### config.mk
export PLATFORM = sky130hd
export DESIGN_NAME = pmc_power_mode_controller
export DESIGN_NICKNAME = d
export VERILOG_FILES = /design/src/core/pmc_pkg.sv /design/src/core/pmc_power_mode_controller.sv
export SDC_FILE = /design/constraint.sdc
export NUM_CORES = 1
export LEC_CHECK = 0
export BUFFER_PORTS_ARGS = -buffer_cell sky130_fd_sc_hd__buf_4
export CORE_MARGIN = 2
export CORE_UTILIZATION = 45
export CTS_BUF_LIST = sky130_fd_sc_hd__clkbuf_4 sky130_fd_sc_hd__clkbuf_8
export CTS_CLUSTER_SIZE = 20
export DETAILED_ROUTE_END_ITERATION = 10
export PLACE_DENSITY_LB_ADDON = 0.05
export SLEW_MARGIN = 10
export SYNTH_ARGS = -nofsm -noshare
export SYNTH_HDL_FRONTEND = slang
export SYNTH_SLANG_ARGS = --single-unit
### constraint.sdc
create_clock -name clk -period 2.65 [get_ports clk]
set_clock_uncertainty 0.1 [all_clocks]
set_input_delay 0.1325 -clock clk [delete_from_list [all_inputs] [get_ports clk]]
set_output_delay 0.1325 -clock clk [all_outputs]
set_load 0.01 [all_outputs]
### src/core/pmc_pkg.sv
// constants, register map and state type of the power mode controller
package pmc_pkg;

  ////////////////////////////////////////////////////////////////////////////
  // register addresses
  localparam logic [7:0] PMC_ADDR  = 8'h87;  // power_mode_control
  localparam logic [7:0] TYPE_ADDR = 8'h88;  // external irq type bits
  localparam logic [7:0] AUX_ADDR  = 8'h8E;  // auxiliary_control
  localparam logic [7:0] SER_ADDR  = 8'h98;  // serial_control, top bit only
  localparam logic [7:0] IEN_ADDR  = 8'hA8;  // irq_enable_reg shadow

  ////////////////////////////////////////////////////////////////////////////
  // power_mode_control fields
  localparam int PMC_BAUD  = 7;
  localparam int PMC_FESEL = 6;
  localparam int PMC_WTS   = 5;
  localparam int PMC_COLD  = 4;
  localparam int PMC_PD    = 1;
  localparam int PMC_IDL   = 0;
  localparam logic [7:0] PMC_RESET = 8'h00;
  localparam logic [7:0] PMC_COLD_MASK = 8'h10;

  // other fields
  localparam int TYP_ZERO      = 0;
  localparam int TYP_ONE       = 2;
  localparam int IEN_ZERO      = 0;
  localparam int IEN_ONE       = 2;
  localparam int AUX_ALE_DIS   = 0;
  localparam int AUX_WDT_PAUSE = 1;
  localparam int SER_TOP       = 7;
  localparam logic [7:0] TYPE_MASK = 8'h05;
  localparam logic [7:0] IEN_MASK  = 8'h05;
  localparam logic [7:0] AUX_MASK  = 8'h03;
  localparam logic [7:0] REG_RESET = 8'h00;

  ////////////////////////////////////////////////////////////////////////////
  // timing
  localparam int CLK_MHZ       = 100;  // 10 ns period, cycles per microsecond
  localparam int RST_PULSE_CYC = 2;
  localparam int WCNT_W        = 21;
  // start-up delays in microseconds, indexed by the fuse pair
  localparam int SUT_RC_US [4] = '{16, 512, 1024, 4096};
  localparam int SUT_XT_US [4] = '{1024, 2048, 4096, 16384};

  ////////////////////////////////////////////////////////////////////////////
  typedef enum logic [2:0] {
    ST_RUN,
    ST_IDLE,
    ST_PD,
    ST_WAKE_TIMED,
    ST_WAKE_EXT,
    ST_RST_WAKE,
    ST_RST_HOLD,
    ST_RST_PULSE
  } pmc_state_t;

endpackage : pmc_pkg

### src/core/pmc_power_mode_controller.sv
// power mode controller: idle, power-down, wake-up and power control flags
//
// Functional notes
// RQ1: writing idle request stops the cpu clock; cpu state is simply kept
// RQ2: port pins hold their levels while idle
// RQ3: timers and serial port keep clocked during idle
// RQ4: watchdog runs or pauses in idle per watchdog_pause_in_idle
// RQ5: brown-out detector stays on throughout idle
// RQ6: any enabled interrupt or reset ends idle; idle request cleared by hardware
// RQ7: interrupt ending idle is serviced at once, then code resumes after idle
// RQ8: power-down stops oscillator, brown-out detector and flash
// RQ9: hardware clears powerdown_request on wake from power-down
// RQ10: power-down ends only on external reset, power-on reset or qualified interrupt
// RQ11: only external irq 0 or 1, enabled and level typed, wake power-down
// RQ12: timed wake: falling edge restarts oscillator, cpu gated until timer expires
// RQ13: fuses set the timed delay; pin may rise early without effect
// RQ14: external wake: cpu clock gated until the pin rises again
// RQ15: board holds the irq pin low until the clock source is stable
// RQ16: reset pin activation in power-down restarts oscillator, runs start-up timer
// RQ17: reset released early gives two-cycle internal reset, else hold until release
// RQ18: cold_start_flag set at power-up, writable, untouched by warm resets
// RQ19: baud_double doubles the serial baud rate in modes 1 to 3
// RQ20: frame_error_select steers serial_control top bit; frame error always sets flag
// RQ21: power_mode_control at 87h, byte access only, reset 000X0000
// RQ22: latch_strobe_disable suppresses the address latch strobe
// RQ23: fuse pair and clock source pick the start-up delay
// RQ24: idle and power-down written together enter power-down
`timescale 1ns/1ps

module pmc_power_mode_controller #(
  parameter int CYC_PER_US = pmc_pkg::CLK_MHZ
) (
  // clock, reset, enable
  input  wire logic       clk,
  input  wire logic       rst,
  input  wire logic       clk_en,
  // register port
  input  wire logic [7:0] reg_addr,
  input  wire logic [7:0] reg_wdata,
  input  wire logic       reg_wr,
  input  wire logic       reg_rd,
  output logic      [7:0] reg_rdata,
  // system events, clock domain
  input  wire logic       warm_rst,
  input  wire logic       irq_pending,
  input  wire logic       frame_error,
  // board pins
  input  wire logic       ext_irq_zero_n,
  input  wire logic       ext_irq_one_n,
  input  wire logic       reset_pin,
  input  wire logic       reset_polarity_pin,
  // start-up fuses, static
  input  wire logic [1:0] sut_fuse,
  input  wire logic       clk_src_crystal,
  // power controls
  output logic            cpu_clk_en,
  output logic            periph_clk_en,
  output logic            wdt_clk_en,
  output logic            osc_en,
  output logic            bod_en,
  output logic            flash_pd,
  output logic            port_hold,
  output logic            cpu_reset,
  // peripheral controls
  output logic            ale_en,
  output logic            baud_double,
  output logic            serial_mode_bit,
  output logic            frame_error_flag
);

  localparam logic [pmc_pkg::WCNT_W-1:0] PULSE_LAST =
    pmc_pkg::WCNT_W'(pmc_pkg::RST_PULSE_CYC - 1);
  localparam logic [pmc_pkg::WCNT_W-1:0] CNT_ZERO = '0;

  ////////////////////////////////////////////////////////////////////////////
  // start-up delay, loaded as count minus one
  function automatic logic [pmc_pkg::WCNT_W-1:0] wake_last(
    input logic [1:0] fuse,
    input logic       xtal
  );
    int us;
    us = xtal ? pmc_pkg::SUT_XT_US[fuse] : pmc_pkg::SUT_RC_US[fuse];  // [RQ23]
    return pmc_pkg::WCNT_W'(us * CYC_PER_US - 1);                      // [RQ13]
  endfunction : wake_last

  ////////////////////////////////////////////////////////////////////////////
  // pin synchronisers
  logic [1:0] irq0_sync_r;
  logic [1:0] irq1_sync_r;
  logic [1:0] rpin_sync_r;
  logic [1:0] rpol_sync_r;
  logic       irq0_prev_r;
  logic       irq1_prev_r;
  logic       ract_prev_r;

  always_ff @(posedge clk or posedge rst) begin
    if (rst) begin
      irq0_sync_r <= 2'h3;
      irq1_sync_r <= 2'h3;
      rpin_sync_r <= 2'h0;
      rpol_sync_r <= 2'h0;
    end else if (clk_en) begin
      irq0_sync_r <= {irq0_sync_r[0], ext_irq_zero_n};
      irq1_sync_r <= {irq1_sync_r[0], ext_irq_one_n};
      rpin_sync_r <= {rpin_sync_r[0], reset_pin};
      rpol_sync_r <= {rpol_sync_r[0], reset_polarity_pin};
    end
  end

  wire irq0_s   = irq0_sync_r[1];
  wire irq1_s   = irq1_sync_r[1];
  // reset pin is active high when the polarity strap is high
  wire rst_act  = rpol_sync_r[1] ? rpin_sync_r[1] : ~rpin_sync_r[1];

  always_ff @(posedge clk or posedge rst) begin
    if (rst) begin
      irq0_prev_r <= 1'b1;
      irq1_prev_r <= 1'b1;
      // strap and pin syncs start at 0, so rst_act reads active for two cycles
      ract_prev_r <= 1'b1;
    end else if (clk_en) begin
      irq0_prev_r <= irq0_s;
      irq1_prev_r <= irq1_s;
      ract_prev_r <= rst_act;
    end
  end

  wire irq0_fall = irq0_prev_r & ~irq0_s;
  wire irq1_fall = irq1_prev_r & ~irq1_s;
  wire irq0_rise = ~irq0_prev_r & irq0_s;
  wire irq1_rise = ~irq1_prev_r & irq1_s;
  wire rst_rise  = ~ract_prev_r & rst_act;

  ////////////////////////////////////////////////////////////////////////////
  // registers and decode
  logic [7:0] pmc_r;
  logic [7:0] pmc_nxt;
  logic [7:0] type_r;
  logic [7:0] ien_r;
  logic [7:0] aux_r;
  logic       sm_r;
  logic       fe_r;
  logic       fe_nxt;
  logic [7:0] rdata_r;

  wire wr_pmc  = clk_en & reg_wr & (reg_addr == pmc_pkg::PMC_ADDR);  // [RQ21]
  wire wr_type = clk_en & reg_wr & (reg_addr == pmc_pkg::TYPE_ADDR);
  wire wr_aux  = clk_en & reg_wr & (reg_addr == pmc_pkg::AUX_ADDR);
  wire wr_ser  = clk_en & reg_wr & (reg_addr == pmc_pkg::SER_ADDR);
  wire wr_ien  = clk_en & reg_wr & (reg_addr == pmc_pkg::IEN_ADDR);
  wire fesel   = pmc_r[pmc_pkg::PMC_FESEL];

  // only an enabled, level-typed external irq counts
  wire wake0 = irq0_fall & ien_r[pmc_pkg::IEN_ZERO] & ~type_r[pmc_pkg::TYP_ZERO];  // [RQ11]
  wire wake1 = irq1_fall & ien_r[pmc_pkg::IEN_ONE] & ~type_r[pmc_pkg::TYP_ONE];    // [RQ11]

  ////////////////////////////////////////////////////////////////////////////
  // power state machine
  pmc_pkg::pmc_state_t             st_r;
  pmc_pkg::pmc_state_t             st_nxt;
  logic [pmc_pkg::WCNT_W-1:0]      cnt_r;
  logic [pmc_pkg::WCNT_W-1:0]      cnt_nxt;
  logic                            src_r;
  logic                            src_nxt;

  wire cnt_done = (cnt_r == CNT_ZERO);
  wire src_rise = src_r ? irq1_rise : irq0_rise;

  always_comb begin
    st_nxt  = st_r;
    cnt_nxt = cnt_r;
    src_nxt = src_r;
    unique case (st_r)
      pmc_pkg::ST_RUN: begin
        if (wr_pmc && reg_wdata[pmc_pkg::PMC_PD]) begin
          st_nxt = pmc_pkg::ST_PD;                                  // [RQ8] [RQ24]
        end else if (wr_pmc && reg_wdata[pmc_pkg::PMC_IDL]) begin
          st_nxt = pmc_pkg::ST_IDLE;                                // [RQ1]
        end
      end
      pmc_pkg::ST_IDLE: begin
        // cpu resumes where it stopped and vectors to the pending irq
        if (irq_pending) begin
          st_nxt = pmc_pkg::ST_RUN;                                 // [RQ6] [RQ7]
        end
      end
      pmc_pkg::ST_PD: begin
        if (rst_rise) begin
          st_nxt  = pmc_pkg::ST_RST_WAKE;                           // [RQ16]
          cnt_nxt = wake_last(sut_fuse, clk_src_crystal);
        end else if (wake0 || wake1) begin                          // [RQ10]
          src_nxt = ~wake0;
          if (pmc_r[pmc_pkg::PMC_WTS]) begin
            st_nxt  = pmc_pkg::ST_WAKE_TIMED;                       // [RQ12]
            cnt_nxt = wake_last(sut_fuse, clk_src_crystal);
          end else begin
            st_nxt = pmc_pkg::ST_WAKE_EXT;                          // [RQ14]
          end
        end
      end
      pmc_pkg::ST_WAKE_TIMED: begin
        // pin level ignored here, the delay always runs out
        if (cnt_done) begin
          st_nxt = pmc_pkg::ST_RUN;                                 // [RQ13]
        end else begin
          cnt_nxt = cnt_r - 1'b1;
        end
      end
      pmc_pkg::ST_WAKE_EXT: begin
        // no timer: clock stability rests on the board's low time
        if (src_rise) begin
          st_nxt = pmc_pkg::ST_RUN;                                 // [RQ14] [RQ15]
        end
      end
      pmc_pkg::ST_RST_WAKE: begin
        if (!cnt_done) begin
          cnt_nxt = cnt_r - 1'b1;
        end else if (rst_act) begin
          st_nxt = pmc_pkg::ST_RST_HOLD;                            // [RQ17]
        end else begin
          st_nxt  = pmc_pkg::ST_RST_PULSE;                          // [RQ17]
          cnt_nxt = PULSE_LAST;
        end
      end
      pmc_pkg::ST_RST_HOLD: begin
        if (!rst_act) begin
          st_nxt = pmc_pkg::ST_RUN;
        end
      end
      pmc_pkg::ST_RST_PULSE: begin
        if (cnt_done) begin
          st_nxt = pmc_pkg::ST_RUN;
        end else begin
          cnt_nxt = cnt_r - 1'b1;
        end
      end
    endcase
    // warm resets only reach us while the oscillator runs normally
    if (warm_rst && (st_r == pmc_pkg::ST_RUN || st_r == pmc_pkg::ST_IDLE)) begin
      st_nxt = pmc_pkg::ST_RUN;                                     // [RQ6]
    end
  end

  always_ff @(posedge clk or posedge rst) begin
    if (rst) begin
      st_r  <= pmc_pkg::ST_RUN;
      cnt_r <= CNT_ZERO;
      src_r <= 1'b0;
    end else if (clk_en) begin
      st_r  <= st_nxt;
      cnt_r <= cnt_nxt;
      src_r <= src_nxt;
    end
  end

  ////////////////////////////////////////////////////////////////////////////
  // register next values
  wire leave_idle = (st_r == pmc_pkg::ST_IDLE) && (st_nxt != pmc_pkg::ST_IDLE);
  wire leave_pd   = (st_r == pmc_pkg::ST_PD) && (st_nxt != pmc_pkg::ST_PD);

  always_comb begin
    pmc_nxt = pmc_r;
    if (wr_pmc) begin
      pmc_nxt = reg_wdata;                                          // [RQ18]
    end
    if (leave_idle || leave_pd) begin
      pmc_nxt[pmc_pkg::PMC_IDL] = 1'b0;                             // [RQ6]
    end
    if (leave_pd) begin
      pmc_nxt[pmc_pkg::PMC_PD] = 1'b0;                              // [RQ9]
    end
    if (warm_rst) begin
      pmc_nxt = (pmc_pkg::PMC_RESET & ~pmc_pkg::PMC_COLD_MASK)
              | (pmc_r & pmc_pkg::PMC_COLD_MASK);                   // [RQ18]
    end
  end

  always_comb begin
    fe_nxt = fe_r;
    if (warm_rst) begin
      fe_nxt = 1'b0;
    end else if (wr_ser && fesel) begin
      fe_nxt = reg_wdata[pmc_pkg::SER_TOP];                         // [RQ20]
    end
    // a frame error beats a clear in the same cycle
    if (frame_error) begin
      fe_nxt = 1'b1;                                                // [RQ20]
    end
  end

  always_ff @(posedge clk or posedge rst) begin
    if (rst) begin
      pmc_r <= pmc_pkg::PMC_RESET | pmc_pkg::PMC_COLD_MASK;         // [RQ18] [RQ21]
      fe_r  <= 1'b0;
    end else if (clk_en) begin
      pmc_r <= pmc_nxt;
      fe_r  <= fe_nxt;
    end
  end

  always_ff @(posedge clk or posedge rst) begin
    if (rst) begin
      type_r <= pmc_pkg::REG_RESET;
      ien_r  <= pmc_pkg::REG_RESET;
      aux_r  <= pmc_pkg::REG_RESET;
      sm_r   <= 1'b0;
    end else if (warm_rst && clk_en) begin
      type_r <= pmc_pkg::REG_RESET;
      ien_r  <= pmc_pkg::REG_RESET;
      aux_r  <= pmc_pkg::REG_RESET;
      sm_r   <= 1'b0;
    end else begin
      if (wr_type) type_r <= reg_wdata & pmc_pkg::TYPE_MASK;
      if (wr_ien)  ien_r  <= reg_wdata & pmc_pkg::IEN_MASK;
      if (wr_aux)  aux_r  <= reg_wdata & pmc_pkg::AUX_MASK;
      if (wr_ser && !fesel) sm_r <= reg_wdata[pmc_pkg::SER_TOP];    // [RQ20]
    end
  end

  ////////////////////////////////////////////////////////////////////////////
  // read path, data valid only the cycle after the strobe
  wire [7:0] ser_rd = {(fesel ? fe_r : sm_r), 7'h00};              // [RQ20]
  wire [7:0] rd_val = (reg_addr == pmc_pkg::PMC_ADDR)  ? pmc_r  :
                      (reg_addr == pmc_pkg::TYPE_ADDR) ? type_r :
                      (reg_addr == pmc_pkg::AUX_ADDR)  ? aux_r  :
                      (reg_addr == pmc_pkg::SER_ADDR)  ? ser_rd :
                      (reg_addr == pmc_pkg::IEN_ADDR)  ? ien_r  : pmc_pkg::REG_RESET;

  always_ff @(posedge clk or posedge rst) begin
    if (rst) begin
      rdata_r <= pmc_pkg::REG_RESET;
    end else if (clk_en) begin
      rdata_r <= reg_rd ? rd_val : pmc_pkg::REG_RESET;
    end
  end

  assign reg_rdata = rdata_r;

  ////////////////////////////////////////////////////////////////////////////
  // power control outputs
  wire in_idle = (st_r == pmc_pkg::ST_IDLE);
  wire in_pd   = (st_r == pmc_pkg::ST_PD);
  wire in_rst  = (st_r == pmc_pkg::ST_RST_HOLD) || (st_r == pmc_pkg::ST_RST_PULSE);

  // cpu clock must run through reset so the reset takes effect
  assign cpu_clk_en    = (st_r == pmc_pkg::ST_RUN) || in_rst;       // [RQ1] [RQ12] [RQ16]
  assign periph_clk_en = (st_r == pmc_pkg::ST_RUN) || in_idle;      // [RQ3]
  assign wdt_clk_en    = (st_r == pmc_pkg::ST_RUN)
                       || (in_idle && !aux_r[pmc_pkg::AUX_WDT_PAUSE]);  // [RQ4]
  assign osc_en        = !in_pd;                                    // [RQ8]
  assign bod_en        = !in_pd;                                    // [RQ5] [RQ8]
  assign flash_pd      = in_pd;                                     // [RQ8]
  assign port_hold     = in_idle || in_pd;                          // [RQ2]
  assign cpu_reset     = in_rst;                                    // [RQ17]
  assign ale_en        = !aux_r[pmc_pkg::AUX_ALE_DIS];              // [RQ22]
  assign baud_double   = pmc_r[pmc_pkg::PMC_BAUD];                  // [RQ19]
  assign serial_mode_bit  = sm_r;
  assign frame_error_flag = fe_r;

  ////////////////////////////////////////////////////////////////////////////
  // assertions
  property p_idle_stop;
    @(posedge clk) disable iff (rst)
    (st_r == pmc_pkg::ST_RUN && wr_pmc && reg_wdata[pmc_pkg::PMC_IDL]
     && !reg_wdata[pmc_pkg::PMC_PD] && !warm_rst)
    |=> (in_idle && !cpu_clk_en && pmc_r[pmc_pkg::PMC_IDL]);
  endproperty
  a_idle_stop: assert property (p_idle_stop) else $error("idle entry failed"); // [RQ1]

  property p_idle_ports;
    @(posedge clk) disable iff (rst)
    in_idle |-> (port_hold && periph_clk_en);
  endproperty
  a_idle_ports: assert property (p_idle_ports) else $error("idle pins or timers"); // [RQ2]

  property p_idle_wdt;
    @(posedge clk) disable iff (rst)
    in_idle |-> (wdt_clk_en == !aux_r[pmc_pkg::AUX_WDT_PAUSE]);
  endproperty
  a_idle_wdt: assert property (p_idle_wdt) else $error("idle watchdog gate wrong"); // [RQ4]

  property p_idle_bod;
    @(posedge clk) disable iff (rst)
    in_idle |-> bod_en;
  endproperty
  a_idle_bod: assert property (p_idle_bod) else $error("bod off in idle"); // [RQ5]

  property p_idle_exit;
    @(posedge clk) disable iff (rst)
    (clk_en && in_idle && irq_pending)
    |=> (st_r == pmc_pkg::ST_RUN && cpu_clk_en && !pmc_r[pmc_pkg::PMC_IDL]);
  endproperty
  a_idle_exit: assert property (p_idle_exit) else $error("idle exit failed"); // [RQ6]

  property p_pd_entry;
    @(posedge clk) disable iff (rst)
    (st_r == pmc_pkg::ST_RUN && wr_pmc && reg_wdata[pmc_pkg::PMC_PD] && !warm_rst)
    |=> (in_pd && !osc_en && !bod_en && flash_pd && !cpu_clk_en);
  endproperty
  a_pd_entry: assert property (p_pd_entry) else $error("pd entry failed"); // [RQ8] [RQ24]

  property p_pd_stay;
    @(posedge clk) disable iff (rst)
    (clk_en && in_pd && !rst_rise && !wake0 && !wake1) |=> in_pd;
  endproperty
  a_pd_stay: assert property (p_pd_stay) else $error("pd left without cause"); // [RQ10]

  property p_pd_clear;
    @(posedge clk) disable iff (rst)
    in_pd ##1 !in_pd |-> !pmc_r[pmc_pkg::PMC_PD];
  endproperty
  a_pd_clear: assert property (p_pd_clear) else $error("pd bit not cleared"); // [RQ9]

  property p_timed_wake;
    @(posedge clk) disable iff (rst)
    (clk_en && in_pd && !rst_rise && (wake0 || wake1) && pmc_r[pmc_pkg::PMC_WTS])
    |=> (st_r == pmc_pkg::ST_WAKE_TIMED && osc_en && !cpu_clk_en);
  endproperty
  a_timed_wake: assert property (p_timed_wake) else $error("timed wake wrong"); // [RQ12]

  property p_ext_hold;
    @(posedge clk) disable iff (rst)
    (clk_en && st_r == pmc_pkg::ST_WAKE_EXT && !src_rise)
    |=> (st_r == pmc_pkg::ST_WAKE_EXT && !cpu_clk_en);
  endproperty
  a_ext_hold: assert property (p_ext_hold) else $error("external wake early"); // [RQ14]

  property p_rst_pulse;
    @(posedge clk) disable iff (rst)
    (clk_en && st_r == pmc_pkg::ST_RST_WAKE && cnt_done && !rst_act) ##1 clk_en [*2]
    |-> (cpu_reset && $past(cpu_reset)) ##1 !cpu_reset;
  endproperty
  a_rst_pulse: assert property (p_rst_pulse) else $error("reset pulse not two cycles"); // [RQ17]

  property p_cold_keep;
    @(posedge clk) disable iff (rst)
    (clk_en && warm_rst) |=> (pmc_r[pmc_pkg::PMC_COLD] == $past(pmc_r[pmc_pkg::PMC_COLD]));
  endproperty
  a_cold_keep: assert property (p_cold_keep) else $error("cold flag hit by warm reset"); // [RQ18]

  property p_fe_set;
    @(posedge clk) disable iff (rst)
    (clk_en && frame_error) |=> frame_error_flag;
  endproperty
  a_fe_set: assert property (p_fe_set) else $error("frame error flag not set"); // [RQ20]

endmodule : pmc_power_mode_controller

==> results of run 1 <==
==> synthesized netlist by cell type, types with 9 or more instances <==
| cell | count | area [sq um] |
|---|---|---|
| clkbuf_1 | 18 | 67.6 |
| a21oi_1 | 27 | 135 |
| ha_1 | 20 | 250 |
| o21ai_1 | 9 | 45.0 |
| xnor2_1 | 9 | 78.8 |
| dfrtp_1 | 52 | 1300 |
| o31ai_1 | 12 | 90.1 |
| mux2_2 | 11 | 124 |
| nor2_1 | 38 | 143 |
| nor4_1 | 11 | 68.8 |
| o21ai_0 | 41 | 205 |
| nand2b_1 | 11 | 68.8 |
| inv_1 | 24 | 90.1 |
| nand2_1 | 28 | 105 |
| mux2i_1 | 10 | 100 |
| nor3_1 | 18 | 90.1 |
==> layer usage <==
| layer | vias to the layer above | routed length, um | GRT usage, % |
|---|---|---|---|
| met5 | - | 0 | 0 |
| met4 | 0 | 112 | 6.43 |
| met3 | 10 | 474 | 4.72 |
| met2 | 91 | 5250 | 39.2 |
| met1 | 1776 | 4640 | 29.6 |
| li1 | 1846 | - | - |
==> final timing paths <==
check                           slack, ns  depth (start not counted)    startpoint      endpoint
worst min register to register       0.39                          1  reg_rdata[5]  reg_rdata[5]
worst min-delay path                 0.16                          5   reg_addr[4]  reg_rdata[7]
worst max register to register       0.17                          7   irq0_prev_r     cnt_r[17]
worst max-delay path                 0.17                          7   irq0_prev_r     cnt_r[17]
max in group asynchronous            1.82                          4           rst   irq0_prev_r
min in group asynchronous            0.31                          4           rst      cnt_r[3]
==> power groups by stage <==
stage	logic (uW)	registers, uW	clock network (uW)
after global placement	1590	1260	0
after CTS	1630	1250	759
after global routing	1810	1290	800
final	1620	1260	742
after detailed placement	1610	1270	0
after floorplan	1050	1230	0
==> layout make-up <==
class	count	area share, %
Timing Repair Buffer	108	17.3
Clock inverter	7	1.02
Sequential cell	60	29.3
Inverter	24	1.75
Tap cell	108	2.62
Clock buffer	9	2.40
Multi-Input combinational cell	343	45.6
==> sequential cells by signal, summed over array words and instances, names as in the netlist <==
register,count
src_r,1
ien_r,2
reg_rdata,8
type_r,2
ract_prev_r,1
rpol_sync_r,2
st_r,3
cnt_r,21
serial_mode_bit,1
irq1_sync_r,2
frame_error_flag,1
rpin_sync_r,2
irq0_sync_r,2
irq0_prev_r,1
irq1_prev_r,1
aux_r,2
pmc_r,8
==> metrics by stage <==
stage	power (uW)	hold slack [ns]	utilization, %
final	3620	0.161	59.4
after global placement	2850	0.131	55.1
after detailed placement	2870	0.133	55.1
after floorplan	2280	0.115	-
after global routing	3900	0.192	59.4
after CTS	3640	0.152	59.1
==> worst max-delay path, stage by stage (launching register included) <==
cell and delay (ns):
dfstp_2 0.54, or4bb_1 0.55, a21oi_2 0.20, nor3_1 0.08, o32a_1 0.34, buf_4 0.20
o31ai_1 0.25, o21ai_1 0.11
==> cell families after synthesis <==
group	after synthesis
compound gates	138
xor+xnor	13
fa+ha+maj	21
buf+inv	48
flops	60
mux	21
simple gates	150
==> what timing repair did <==
action	CTS	global route
setup endpoints to repair	0	21
resized for setup	0	2
hold buffers	17	0
setup buffers	0	2
hold endpoints to repair	71	0
==> metrics.txt, run 1 <==
root buf cell clkbuf_8; area of the core 0.00868 sq mm; switching power of the nets 1450 uW; first-pass GRT wire length approximately 18000 um; final WL 10500 um; Finished Cell Area just over 0.005 sq mm; FP Rows 34; Fmax approximately 0.40 GHz; synthesized cell area around 0.004 sq mm; post-synthesis register bit count 60; Top FF cell, synth dfrtp_1; DR WL/cell 15.9 um; multiplexer share of the synthesized area 5.60%; Die H 98.3 um; sequential area share after synthesis 37.8%; Sequential Power Share a little over a third; status finished, final reports clean; Mapped Cells 451; initial antenna violation count 0; clk_lat worst skew 0.35 ns; 1st-pass router iterations 5; Synth Area in XOR/XNOR 2.84%; PwrDens 702 mW/mm^2; Cells after DPL roughly 620; IO Pins 51; Synth Area in Adders around 6.8%; sw frac 40.0%; fraction of registers with async set/reset 100%; vias 3723; Setup TNS Final 0 ns; LEAKAGE 0.00226 uW; critical path startpoint category register; TritonCTS Buffers 9; area of the multi-input gates 0.00235 sq mm; Initial Util 46.1%; Max H-tree Level 3; Pint around 2200 uW; vias in the first global route 3831; kind of critical path register to register; post-synthesis simple-gate area fraction 20.3%; clk sinks 60; endpoints failing hold 0; Global Route Usage Sum 23.0%; Detail Placement HPWL 7690 um; Initial DRC Count 232; FF+latch area 0.00151 sq mm; Critical Path RT about 2.8 ns; layout cells sized above 1 between 20% and 30%; syn_area_per_cell 8.87 sq um; final period utilization 93.7%; Final setup viols 0; post-synthesis compound-gate area fraction 22.1%; DRC viols 0; placed cell area 0.00478 sq mm; Critical Path End Type register; TritonCTS clock tree built; number of synthesized flops with an enable pin 0; final RePlAce weighted congestion 0.845; CP arrival 2.60 ns; total gr overflow 0; FILL cells 797; Post-Layout Cell Count 659; Least-Margin Pin Slew around 0.79 ns; Area Growth Syn to Fin 28.8%; Max FO, Critical Path 13; number of max-cap violations 0; largest family of logic cells by synthesized area compound AO/OA/AOI/OAI gates; n_diodes 0; Hold WC Path Type primary input to register; Bufs on Longest Clock Path 2; # port buffers 50; Max-slew headroom 46.6%; DP Worst Slack -0.0673 ns; most frequent cells in the layout buf_4, dfrtp_1, o21ai_0, nor2_1, nand2_1; synth warn 0; syn_nets 503; worst vdd ir 379 uV; pins over their slew limit 0; Synth cell types 60; clock group share of total power 20.5%; Clock Pin Slew Worst Setup and Hold Paths roughly 0.08 ns; Die Wd 98.3 um; ANT nets after route 0; nets 598; Vias per Instance 5.65; Total Die Area 0.00966 sq mm; largest net degree at the start of global routing 61; most common cell after layout, fill and taps aside buf_4; min Tclk post-route between 2 and 2.5 ns; final worst slack 0.166 ns; Gate power share approximately 45%
Power figures use the tool's default switching activity.
==> run 2: changes to the inputs <==
- CAP_MARGIN: default -> 20
- PLACE_DENSITY_LB_ADDON: 0.05 -> default
- RECOVER_POWER: default -> 25
==> run 2 against run 1 <==
- non-clock buffer count grew 1
- via count grew 0.94%
- clock power grew 14%
- die area stayed put
- sequential share of layout area fell by 0.057 points
- largest cell class unchanged
- largest power group unchanged
==> metrics.txt, run 2 (synthesized netlist as in run 1, its figures left out) <==
vias 3758 (+0.94%); DR WL/cell 16.1 um (+1.0%); largest net degree at the start of global routing 39 (-36%); critical path startpoint category register; status finished, final reports clean; vias in the first global route 3737 (-2.5%); Max FO, Critical Path 21 (+8); min Tclk post-route 2.52 ns (+0.0316 ns); IO Pins 51 (unchanged); CP arrival 2.66 ns (+0.06 ns); Final setup viols 0 (unchanged); kind of critical path register to register; initial antenna violation count 0 (unchanged); Critical Path RT 2.80 ns (+0.03 ns); most frequent cells in the layout buf_4, dfrtp_1, o21ai_0, nor2_1, nand2_1; Least-Margin Pin Slew 1.15 ns (+0.353 ns); clk sinks 60 (unchanged); Vias per Instance 5.69 (+0.79%); number of max-cap violations 0 (unchanged); PwrDens 720 mW/mm^2 (+2.5%); final WL 10600 um (+1.2%); Die H 98.3 um (unchanged); 1st-pass router iterations 4 (-1); Bufs on Longest Clock Path 2 (unchanged); Hold WC Path Type primary input to register; Initial Util 46.1% (unchanged); DRC viols 0 (unchanged); Max-slew headroom 23.5% (-23 points); clk_lat worst skew 0.34 ns (about the same); n_diodes 0 (unchanged); # port buffers 50 (unchanged); Crit path max-delay family simple AND/OR/NAND/NOR gates; final period utilization 94.9% (+1.2 points); RSZ-0062 raised after global routing no; Detail Placement HPWL 7770 um (+1.1%); TritonCTS Buffers 9 (unchanged); number of flip-flops in the largest register 21 (unchanged); Clock Pin Slew Worst Setup and Hold Paths 0.07 ns (about the same); total gr overflow 0 (unchanged); Fmax 0.398 GHz (-1.3%); Global Route Usage Sum 22.7% (-0.29 points); Area Growth Syn to Fin 29.1%; first-pass GRT wire length 18100 um (about the same); Initial DRC Count 149 (-36%); endpoints failing hold 0 (unchanged); nets 599 (+0.17%); Reg with most FFs cnt_r; critical path cell sequence or4bb_1 > a21oi_1 > nor3_1 > o32a_1 > nand2b_1 > buf_4 > o211ai_1; LEAKAGE 0.00226 uW (about the same); ANT nets after route 0 (unchanged); Max H-tree Level 3 (unchanged); Die Wd 98.3 um (unchanged); FP Rows 34 (unchanged); Total Die Area 0.00966 sq mm (unchanged); final RePlAce weighted congestion 0.884 (+4.6%); Design Power 3720 uW (+2.7%); root buf cell clkbuf_8; layout cells sized above 1 25.5% (-0.41 points); Slowest-stage cell, CP dfstp_2; buffers and inverters on the worst path 1 (unchanged); worst vdd ir 367 uV (-3.2%); Worst path max stage delay 0.54 ns (about the same); TritonCTS clock tree built; pins over their slew limit 0 (unchanged); Setup TNS Final 0 ns (unchanged); most common cell after layout, fill and taps aside buf_4; Critical Path End Type register; area of the core 0.00868 sq mm (unchanged)
[run 2: worst min-delay path: cells and delay by family]
kind,cells,cell delay (ns)
buffers and inverters,1,0.09
AND/OR/NAND/NOR,1,0.07
AO/OA/AOI/OAI,2,0.28
[run 2: layout make-up]
class                      count  area, sq um
clock buffer                  10          138
clock inverter                 6         63.8
fill                         798         3510
inverter                      24         90.1
multi-input combinational    343         2360
sequential                    60         1510
tap                          108          135
timing repair buffer         109          871
[run 2: final timing paths]
check | slack [ns] | endpoint | start | cells past startpoint
setup / recovery | 0.13 | cnt_r[3] | irq0_prev_r | 7
max in group asynchronous | 0.97 | pmc_r[4] | rst | 4
setup reg to reg | 0.13 | cnt_r[3] | irq0_prev_r | 7
hold reg to reg | 0.39 | reg_rdata[4] | reg_rdata[4] | 1
hold / removal | 0.17 | reg_rdata[2] | reg_addr[4] | 4
min in group asynchronous | 0.55 | rpol_sync_r[1] | rst | 3
[run 2: stage by stage]
stage / hold WS, ns / cells / utilization, % / setup WS, ns / instance area (sq um)
global route: 0.197 / 660 / 59.5 / 0.00353 / 5170
detailed placement: 0.161 / 624 / 54.8 / -0.123 / 4760
global placement: 0.160 / 624 / 54.8 / -0.0171 / 4760
CTS: 0.152 / 656 / 59.0 / 0.0201 / 5120
finish: 0.175 / 660 / 59.5 / 0.135 / 5170
floorplan: 0.115 / 451 / - / -0.000871 / 4070
[run 2: what timing repair did]
item / CTS / global route
endpoints found under the hold margin: 39 / 0
gates resized for setup: 0 / 2
hold buffers: 16 / 0
endpoints found under the setup margin: 0 / 22
setup buffers: 0 / 4
[run 2: per-layer routing]
layer,GRT usage (%),up-vias,share of wire (%)
met4,5.69,0,0.92
li1,-,1841,-
met2,35.9,71,46
met1,33.3,1837,50
met3,2.72,9,2.9
met5,0,-,0
[run 2: where the power goes]
part / internal (uW) / switching (uW) / total (uW) / leakage, uW
registers: 1100 / 177 / 1280 / 0.000730
logic: 702 / 891 / 1590 / 0.00143
clock network: 458 / 387 / 844 / 0.0000983
total: 2260 / 1450 / 3720 / 0.00226
